$ cat src/hdl/trog_consts.svh
// Purpose: Offsets, field positions, reset values and timing counts
// Assumes: 20 MHz core clock
// Notes:   Definitions only
`ifndef TROG_CONSTS_SVH
`define TROG_CONSTS_SVH

// ****************************************
// Timing
// ****************************************
`define TROG_CLK_HZ        20000000
`define TROG_UPDATE_HZ     16000
`define TROG_TICK_CYCLES   (`TROG_CLK_HZ / `TROG_UPDATE_HZ)
`define TROG_TICK_CW       11

// ****************************************
// Direct register offsets
// ****************************************
`define TROG_DIR_DATA      5'h1C
`define TROG_DIR_ADDR      5'h1D
`define TROG_DIR_STATUS    5'h1F
`define TROG_STAT_PEND_BIT 0

// ****************************************
// Indirect locations
// ****************************************
`define TROG_IX_TONE1_FREQ 4'h0
`define TROG_IX_TONE1_AMP  4'h1
`define TROG_IX_TONE1_PH   4'h2
`define TROG_IX_TONE2_FREQ 4'h3
`define TROG_IX_TONE2_AMP  4'h4
`define TROG_IX_TONE2_PH   4'h5
`define TROG_IX_RING_OFS   4'h6
`define TROG_IX_RING_FREQ  4'h7
`define TROG_IX_RING_AMP   4'h8
`define TROG_IX_RING_PH    4'h9
`define TROG_IX_RX_GAIN    4'hD
`define TROG_IX_TX_GAIN    4'hE
`define TROG_IX_IMPL_MASK  16'h63FF

// ****************************************
// Fields and reset values
// ****************************************
`define TROG_ROF_MSB       5
`define TROG_GAIN_MSB      11
`define TROG_GAIN_FRAC     10
`define TROG_GAIN_UNITY    12'h400
`define TROG_GAIN_MAX      12'h7FF
`define TROG_WORD_RST      16'h0000

`endif

$ cat src/hdl/trog_pkg.sv
// Purpose: Shared types of the coefficient bank
// Assumes: Constants come from trog_consts.svh
// Notes:   Types only
package trog_pkg;

	typedef logic [15:0]        trog_word_t;
	typedef logic [7:0]         trog_iaddr_t;
	typedef logic signed [15:0] trog_sample_t;

	// Transfer engine state
	typedef enum logic {
		TROG_IDLE = 1'b0,
		TROG_PEND = 1'b1
	} trog_state_e;

	// Kind of the queued transfer
	typedef enum logic {
		TROG_XFER_READ  = 1'b0,
		TROG_XFER_WRITE = 1'b1
	} trog_xfer_e;

	// Whole state of the bank
	typedef struct packed {
		trog_word_t [15:0] mem;
		trog_word_t        data;
		trog_iaddr_t       addr;
		logic              data_wr;
		trog_state_e       st;
		trog_xfer_e        kind;
		logic              done;
		trog_word_t        rdata;
	} trog_regs_s;

endpackage

$ cat src/hdl/trog_rate_tick.sv
// Purpose: Update-rate strobe for the indirect transfer engine
// Assumes: One clock, asynchronous active-low reset
// Notes:   One-cycle pulse every CYCLES clocks
`timescale 1ns/1ps
`include "trog_consts.svh"

module trog_rate_tick #(
	parameter int CYCLES = `TROG_TICK_CYCLES,
	parameter int CW     = `TROG_TICK_CW
) (
	input  wire logic core_clk_i,
	input  wire logic arst_n_i,
	output logic      tick_o
);
	import trog_pkg::*;

	typedef struct packed {
		logic [CW-1:0] cnt;
		logic          tick;
	} trog_tick_s;

	trog_tick_s s;
	trog_tick_s next_s;

	// Free-running divider
	always_comb begin
		next_s = s;
		next_s.tick = 1'b0;
		if (s.cnt == CW'(CYCLES - 1)) begin
			next_s.cnt = '0;
			next_s.tick = 1'b1;
		end else begin
			next_s.cnt = s.cnt + CW'(1);
		end
	end

	// State register
	always_ff @(posedge core_clk_i or negedge arst_n_i) begin
		if (!arst_n_i) begin
			s <= '0;
		end else begin
			s <= next_s;
		end
	end

	assign tick_o = s.tick;

endmodule // trog_rate_tick

$ cat src/hdl/trog_gain_stage.sv
// Purpose: Digital gain multiplier for one audio path
// Assumes: Gain code is signed, unity at 1 << FRAC
// Notes:   One cycle of latency, saturating output
`timescale 1ns/1ps
`include "trog_consts.svh"

module trog_gain_stage #(
	parameter int W    = 16,
	parameter int GW   = 12,
	parameter int FRAC = `TROG_GAIN_FRAC
) (
	input  wire logic                core_clk_i,
	input  wire logic                arst_n_i,
	input  wire logic [GW-1:0]       gain_i,
	input  wire logic signed [W-1:0] sample_i,
	input  wire logic                valid_i,
	output logic signed [W-1:0]      sample_o,
	output logic                     valid_o
);
	import trog_pkg::*;

	typedef struct packed {
		logic signed [W-1:0] smp;
		logic                vld;
	} trog_gain_s;

	localparam logic signed [W+GW-1:0] MAXV = {{(GW+1){1'b0}}, {(W-1){1'b1}}};
	localparam logic signed [W+GW-1:0] MINV = {{(GW+1){1'b1}}, {(W-1){1'b0}}};

	trog_gain_s               s;
	trog_gain_s               next_s;
	logic signed [W+GW-1:0]   prod;
	logic signed [W+GW-1:0]   scaled;

	// Signed product scaled by the unity code
	assign prod   = sample_i * $signed(gain_i);
	assign scaled = prod >>> FRAC;

	// Saturate instead of wrapping
	always_comb begin
		next_s = s;
		next_s.vld = valid_i;
		if (valid_i) begin
			if (scaled > MAXV) begin
				next_s.smp = MAXV[W-1:0];
			end else if (scaled < MINV) begin
				next_s.smp = MINV[W-1:0];
			end else begin
				next_s.smp = scaled[W-1:0];
			end
		end
	end

	// State register
	always_ff @(posedge core_clk_i or negedge arst_n_i) begin
		if (!arst_n_i) begin
			s <= '0;
		end else begin
			s <= next_s;
		end
	end

	assign sample_o = s.smp;
	assign valid_o  = s.vld;
endmodule // trog_gain_stage

$ cat src/hdl/trog_regs.sv
// Purpose: Indirect coefficient bank for tone and ringing oscillators
//          and the two digital audio gain stages
// Assumes: Host strobes are synchronous to core_clk_i
// Notes:   Transfers are serviced on the update-rate tick
`timescale 1ns/1ps
`include "trog_consts.svh"

// How it works
// - Coefficients and gains are signed two's-complement values.
// - Spare bits are stored and read back; host writes them as zero.
// - Locations 0,1,2 hold tone 1 frequency, amplitude, initial phase.
// - Locations 3,4,5 hold tone 2 frequency, amplitude, initial phase.
// - Locations 7,8,9 hold ringing frequency, amplitude, initial phase.
// - Location 6 holds the 6-bit ringing dc offset, 1.5 V per code.
// - Receive gain code multiplies receive samples: 0 mute, 0x400 unity.
// - Transmit gain code multiplies transmit samples: 0 mute, 0x400 unity.
// - Data write then address write queues a store at next update.
// - Address write alone queues a read into the data register.
// - Pending transfers are serviced at a 16 kHz update rate.
// - Status bit reads one while pending; done pulse on completion.
module trog_regs #(
	parameter int TICK_CYCLES = `TROG_TICK_CYCLES,
	parameter int SAMPLE_W    = 16,
	parameter int GAIN_W      = 12
) (
	input  wire logic          core_clk_i,
	input  wire logic          arst_n_i,
	input  wire logic          host_wr_i,
	input  wire logic          host_rd_i,
	input  wire logic [4:0]    host_addr_i,
	input  wire trog_pkg::trog_word_t   host_wdata_i,
	output trog_pkg::trog_word_t        host_rdata_o,
	input  wire trog_pkg::trog_sample_t rx_sample_i,
	input  wire logic          rx_valid_i,
	input  wire trog_pkg::trog_sample_t tx_sample_i,
	input  wire logic          tx_valid_i,
	output trog_pkg::trog_sample_t      rx_sample_o,
	output logic               rx_valid_o,
	output trog_pkg::trog_sample_t      tx_sample_o,
	output logic               tx_valid_o,
	output trog_pkg::trog_word_t        tone1_frequency_coef_o,
	output trog_pkg::trog_word_t        tone1_amplitude_o,
	output trog_pkg::trog_word_t        tone1_initial_phase_o,
	output trog_pkg::trog_word_t        tone2_frequency_coef_o,
	output trog_pkg::trog_word_t        tone2_amplitude_o,
	output trog_pkg::trog_word_t        tone2_initial_phase_o,
	output logic [5:0]         ring_dc_offset_o,
	output trog_pkg::trog_word_t        ring_frequency_coef_o,
	output trog_pkg::trog_word_t        ring_amplitude_o,
	output trog_pkg::trog_word_t        ring_initial_phase_o,
	output logic               indirect_pending_flag_o,
	output logic               indirect_done_interrupt_o
);
	import trog_pkg::*;

	localparam logic [15:0] IMPL_MASK = `TROG_IX_IMPL_MASK;

	trog_regs_s  s;
	trog_regs_s  next_s;
	logic        tick;
	logic [3:0]  idx;
	logic        addr_impl;
	logic        data_wr_req;
	logic        addr_wr_req;
	logic        svc;
	trog_word_t  rd_value;

	// ****************************************
	// Update-rate strobe
	// ****************************************
	trog_rate_tick #(
		.CYCLES (TICK_CYCLES),
		.CW     (`TROG_TICK_CW)
	) u_tick (
		.core_clk_i (core_clk_i),
		.arst_n_i   (arst_n_i),
		.tick_o     (tick)
	);

	// ****************************************
	// Decode
	// ****************************************
	// Host strobes and indirect index
	assign data_wr_req = host_wr_i && (host_addr_i == `TROG_DIR_DATA);
	assign addr_wr_req = host_wr_i && (host_addr_i == `TROG_DIR_ADDR);
	assign idx         = s.addr[3:0];
	assign addr_impl   = (s.addr[7:4] == 4'h0) && IMPL_MASK[idx];
	assign svc         = (s.st == TROG_PEND) && tick;
	assign rd_value    = addr_impl ? s.mem[idx] : `TROG_WORD_RST;

	// ****************************************
	// Transfer engine and direct registers
	// ****************************************
	// Next state of the whole bank
	always_comb begin
		next_s = s;
		next_s.done = 1'b0;
		// Registered read of direct registers
		if (host_rd_i) begin
			case (host_addr_i)
				`TROG_DIR_DATA: begin
					next_s.rdata = s.data;
				end
				`TROG_DIR_ADDR: begin
					next_s.rdata = {8'h00, s.addr};
				end
				`TROG_DIR_STATUS: begin
					next_s.rdata = `TROG_WORD_RST;
					next_s.rdata[`TROG_STAT_PEND_BIT] = (s.st == TROG_PEND);
				end
				default: begin
					next_s.rdata = `TROG_WORD_RST;
				end
			endcase
		end
		// Service the queued transfer on the tick
		unique case (s.st)
			TROG_IDLE: begin
				next_s.st = TROG_IDLE;
			end
			TROG_PEND: begin
				if (tick) begin
					if (s.kind == TROG_XFER_WRITE) begin
						if (addr_impl) begin
							next_s.mem[idx] = s.data;
						end
					end else begin
						next_s.data = rd_value;
					end
					next_s.st = TROG_IDLE;
					next_s.done = 1'b1;
				end
			end
		endcase
		// Host writes come last so they win
		if (data_wr_req) begin
			next_s.data = host_wdata_i;
			next_s.data_wr = 1'b1;
		end
		if (addr_wr_req) begin
			next_s.addr = host_wdata_i[7:0];
			next_s.kind = s.data_wr ? TROG_XFER_WRITE : TROG_XFER_READ;
			next_s.data_wr = 1'b0;
			next_s.st = TROG_PEND;
		end
	end

	// State register
	always_ff @(posedge core_clk_i or negedge arst_n_i) begin
		if (!arst_n_i) begin
			s <= '0;
		end else begin
			s <= next_s;
		end
	end

	// ****************************************
	// Outputs
	// ****************************************
	// Coefficients straight from storage, signed words
	assign tone1_frequency_coef_o = s.mem[`TROG_IX_TONE1_FREQ];
	assign tone1_amplitude_o      = s.mem[`TROG_IX_TONE1_AMP];
	assign tone1_initial_phase_o  = s.mem[`TROG_IX_TONE1_PH];
	assign tone2_frequency_coef_o = s.mem[`TROG_IX_TONE2_FREQ];
	assign tone2_amplitude_o      = s.mem[`TROG_IX_TONE2_AMP];
	assign tone2_initial_phase_o  = s.mem[`TROG_IX_TONE2_PH];
	assign ring_dc_offset_o       = s.mem[`TROG_IX_RING_OFS][`TROG_ROF_MSB:0];
	assign ring_frequency_coef_o  = s.mem[`TROG_IX_RING_FREQ];
	assign ring_amplitude_o       = s.mem[`TROG_IX_RING_AMP];
	assign ring_initial_phase_o   = s.mem[`TROG_IX_RING_PH];

	// Status and read data
	assign host_rdata_o              = s.rdata;
	assign indirect_pending_flag_o   = (s.st == TROG_PEND);
	assign indirect_done_interrupt_o = s.done;

	// ****************************************
	// Gain stages
	// ****************************************
	trog_gain_stage #(
		.W    (SAMPLE_W),
		.GW   (GAIN_W),
		.FRAC (`TROG_GAIN_FRAC)
	) u_rx_gain (
		.core_clk_i (core_clk_i),
		.arst_n_i   (arst_n_i),
		.gain_i     (s.mem[`TROG_IX_RX_GAIN][GAIN_W-1:0]),
		.sample_i   (rx_sample_i),
		.valid_i    (rx_valid_i),
		.sample_o   (rx_sample_o),
		.valid_o    (rx_valid_o)
	);

	trog_gain_stage #(
		.W    (SAMPLE_W),
		.GW   (GAIN_W),
		.FRAC (`TROG_GAIN_FRAC)
	) u_tx_gain (
		.core_clk_i (core_clk_i),
		.arst_n_i   (arst_n_i),
		.gain_i     (s.mem[`TROG_IX_TX_GAIN][GAIN_W-1:0]),
		.sample_i   (tx_sample_i),
		.valid_i    (tx_valid_i),
		.sample_o   (tx_sample_o),
		.valid_o    (tx_valid_o)
	);

	// ****************************************
	// Checks
	// ****************************************
	// Age of the pending transfer, for the bound check
	logic [15:0] pend_age;
	always_ff @(posedge core_clk_i or negedge arst_n_i) begin
		if (!arst_n_i) begin
			pend_age <= 16'h0000;
		end else if (addr_wr_req || s.st != TROG_PEND) begin
			pend_age <= 16'h0000;
		end else begin
			pend_age <= pend_age + 16'h0001;
		end
	end

	logic svc_wr;
	logic svc_rd;
	assign svc_wr = svc && (s.kind == TROG_XFER_WRITE) && addr_impl;
	assign svc_rd = svc && (s.kind == TROG_XFER_READ) && !data_wr_req;

	// Cycles since the last done pulse, saturating, for the back-to-back cover
	logic [15:0] done_gap;
	always_ff @(posedge core_clk_i or negedge arst_n_i) begin
		if (!arst_n_i) begin
			done_gap <= 16'h0000;
		end else if (indirect_done_interrupt_o) begin
			done_gap <= 16'h0001;
		end else if (done_gap != 16'h0000 && done_gap != 16'hFFFF) begin
			done_gap <= done_gap + 16'h0001;
		end
	end
endmodule // trog_regs

$ cat config.mk
export PLATFORM = sky130hd
export DESIGN_NAME = trog_regs
export DESIGN_NICKNAME = d
export VERILOG_FILES = /design/src/hdl/trog_pkg.sv /design/src/hdl/trog_rate_tick.sv /design/src/hdl/trog_gain_stage.sv /design/src/hdl/trog_regs.sv
export VERILOG_INCLUDE_DIRS = /design/src /design/src/hdl
export SDC_FILE = /design/constraint.sdc
export NUM_CORES = 1
export LEC_CHECK = 0
export ABC_AREA = 0
export ABC_CLOCK_PERIOD_IN_PS = 7400
export BUFFER_PORTS_ARGS = -buffer_cell sky130_fd_sc_hd__buf_4
export CORE_MARGIN = 2
export CORE_UTILIZATION = 60
export CTS_CLUSTER_DIAMETER = 150
export DETAILED_ROUTE_END_ITERATION = 8
export GPL_TIMING_DRIVEN = 0
export PLACE_DENSITY = 0.87
export SYNTH_ARGS = -nofsm -noshare
export SYNTH_HDL_FRONTEND = slang
export SYNTH_SLANG_ARGS = --single-unit
$ cat constraint.sdc
create_clock -name core_clk_i -period 7.4 [get_ports core_clk_i]
set_input_delay 0 -clock core_clk_i [delete_from_list [all_inputs] [get_ports core_clk_i]]
set_output_delay 0 -clock core_clk_i [all_outputs]
set_load 0.005 [all_outputs]
==> results.yml <==
setup_path:
  cp-start-kind: "flip-flop"
  cp.arrival_ns: 7.59
  path_max_fanout: 10
  endpoint_kind: "flip-flop"
  required_ns: 7.86
  path_class: "reg2reg"
die:
  die_area_um2: 51650
  die_h_um: 227.3
  ios: 261
  core_um2: 49050
  rows: 81
  initial_core_util_pct: 60.97
  die_w_um: 227.3
sta:
  fin_ws_ns: 0.2709
  finalCritPeriodShare_pct: 96.34
  period_minus_slack_ns: 7.129
  fin_setup_tns_ns: 0
  fin_skew_ns: 0.02190
  max_freq_ghz: 0.1403
  final_hold_viol_count: 0
  slew_headroom_pct: 4.103
  final-max-slew-violation-count: 0
  setup_violations: 0
  holdWs_ns: 0.06837
  tightestPinTransition_ns: 1.427
place:
  dp.cells: 3629
  hpwl_um: 61990
  place_area_um2: 32750
  gp_congestion: 0.9642
  place_ws_ns: -0.05318
  io_buffers: 259
synthesis:
  synthAdderAreaFrac_pct: 28.50
  synth_compound_area_share_pct: 4.664
  synth_edf_count: 0
  synth_most_common_cell: "inv_1"
  synth_common_cells: "437 x inv_1, 352 x fa_1, 346 x dfrtp_1, 289 x nand2_1, 266 x mux2_2"
  synthFlopType: "dfrtp_1"
  synth_warnings: 0
  netlist_instances: 2704
  synth_nets: 3233
  ys_top_cells_by_area: "dfrtp_1 29%, fa_1 24%, mux2_2 10%, mux4_2 6.0%, inv_1 5.5%"
  synth_top_area_share_pct: 28.95
  yosysUniqueCellTypes: 64
  async_flop_share_pct: 100.0
  synth.area.mux_share_pct: 16.34
  syn_area_um2: 29910
  yosysSeqAreaShare_pct: 28.95
  synth_xor_area_share_pct: 1.728
  synth-simple-area-share_pct: 8.291
  ys_ff_latch: 346
  synth_top_cell_by_area: "dfrtp_1"
  synth_top_family_by_area: "adder cells"
  avgSynthCellArea_um2: 11.06
worst_hold_path:
  hold_class: "in2async"
finish:
  final_area_um2: 34390
  largest_register_ff_count: 128
  antenna_cells: 0
  drive_gt1_share_pct: 28.98
  syn_to_final_growth_pct: 14.97
  fin_util_pct: 70.10
  top_register: "s"
  fin_cells: 3728
  fillers: 3400
  num-nets-final: 3565
clock_network:
  cts_root_buffer: "clkbuf_16"
  clock_latency_ns: 0.58
  clk_path_buf_depth: 3
  cts.clk_slew.worst_paths_ns: 0.06
  cts_tree: "yes"
  h-tree-depth: 2
  numCtsBuffers: 39
  clock-sinks: 346
route:
  drcViolationCount: 0
  drt_iter0_drc: 2031
  drt_first_pass_iters: 8
  drt_wl_total_um: 82830
  avgViaCountPerCell: 5.926
  via_count: 22090
  drtAntennaViolNets: 0
  drt-wirelength-per-cell_um: 22.22
power_and_ir_drop:
  p_per_area_nw_per_um2: 133.5
  total_power_mw: 4.591
  p_leak_nw: 17.73
  irDropWorstVdd_uv: 164.4
grt:
  grt_max_degree: 123
  grt_pass1_wl_um: 129300
  antenna_found_initial: 2
  grt_pass1_vias: 23610
  grt_overflow: 0
  track_usage_pct: 32.91
outcome:
  status: "completed"
job:
  max_cap_viol_count: 0
==> worst max-delay path, cell delays in order, from the launching register on <==
cell	delay, ns
dfrtp_1	0.34
clkbuf_1	0.60
clkbuf_1	0.46
nand2_1	0.15
fa_1	0.57
inv_1	0.06
fa_1	0.55
fa_1	0.42
fa_1	0.49
inv_1	0.05
fa_1	0.47
inv_1	0.04
ha_1	0.33
a2111oi_4	0.37
a21bo_1	0.28
a31o_4	0.26
a221oi_4	0.37
o32ai_1	0.18
or3_4	0.38
a21o_1	0.22
buf_6	0.17
a311oi_2	0.26
==> layer usage <==
metal | wire (µm) | vias up | GRT usage, %
met5 | 12 | - | 0
met4 | 5168 | 2 | 18.36
met3 | 7211 | 354 | 7.266
met2 | 40140 | 1196 | 52.75
met1 | 30290 | 11390 | 41.85
li1 | - | 9152 | -
==> final cells by class <==
cell class              count  area, µm²  area share, %
multi-input cells        1612      17820          51.83
flip-flops and latches    346       8658          25.18
repair buffers            291       2297          6.681
plain buffers             309       1817          5.283
inverters                 437       1640          4.770
clock buffers              51       1071          3.115
well taps                 664      830.8          2.416
clock inverters            18      250.2         0.7277
==> worst paths after layout <==
check                                   start                                  to  slack, ns  depth (start not counted)
setup / recovery           s[258]$_DFFE_PN0P_  u_rx_gain.sample_o[12]$_DFFE_PN0P_       0.27                         21
hold / removal                       arst_n_i     ring_dc_offset_o[1]$_DFFE_PN0P_       0.07                          2
setup reg to reg           s[258]$_DFFE_PN0P_  u_rx_gain.sample_o[12]$_DFFE_PN0P_       0.27                         21
hold reg to reg            s[298]$_DFFE_PN0P_                  s[298]$_DFFE_PN0P_       0.50                          1
max in group asynchronous            arst_n_i  u_rx_gain.sample_o[10]$_DFFE_PN0P_       6.15                          3
min in group core_clk_i             host_rd_i        host_rdata_o[15]$_DFFE_PN0P_       0.07                          2
==> kinds of logic (layout without fill, tap and decap cells) <==
logic type | count (synthesis) | in the layout
buffers and inverters | 746 | 1106
AND/OR/NAND/NOR | 546 | 546
adder cells (fa/ha/maj) | 470 | 470
multiplexers | 355 | 355
flip-flops | 346 | 346
AO/OA/AOI/OAI | 182 | 182
XOR/XNOR | 59 | 59
==> power breakdown <==
part | switching, mW | internal [mW]
sequential | 0.0772 | 1.94
combinational | 0.350 | 0.189
clock | 0.860 | 1.18
==> cells in the final DEF (no fill, tap or decap), drive strengths merged, types with 10 or more instances in the layout <==
master and instances:
a21o 10, a21oi 35, a22oi 16, a311oi 16, and2 115, buf 450, clkbuf 174, dfrtp 346
dlygate4sd3 27, fa 352, ha 118, inv 442, mux2 266, mux4 80, nand2 289, nand2b 12
nand3 14, nor2 77, o21ai 41, o221a 14, xnor2 38, xor2 21
==> repair_timing <==
action / CTS / global route
pin swaps: 1 / 1
setup buffers: 1 / 1
resized for setup: 0 / 16
hold buffers: 27 / 0
hold endpoints to repair: 160 / 0
setup endpoints to repair: 10 / 26
Note: power is estimated with default switching activity, not from simulation.
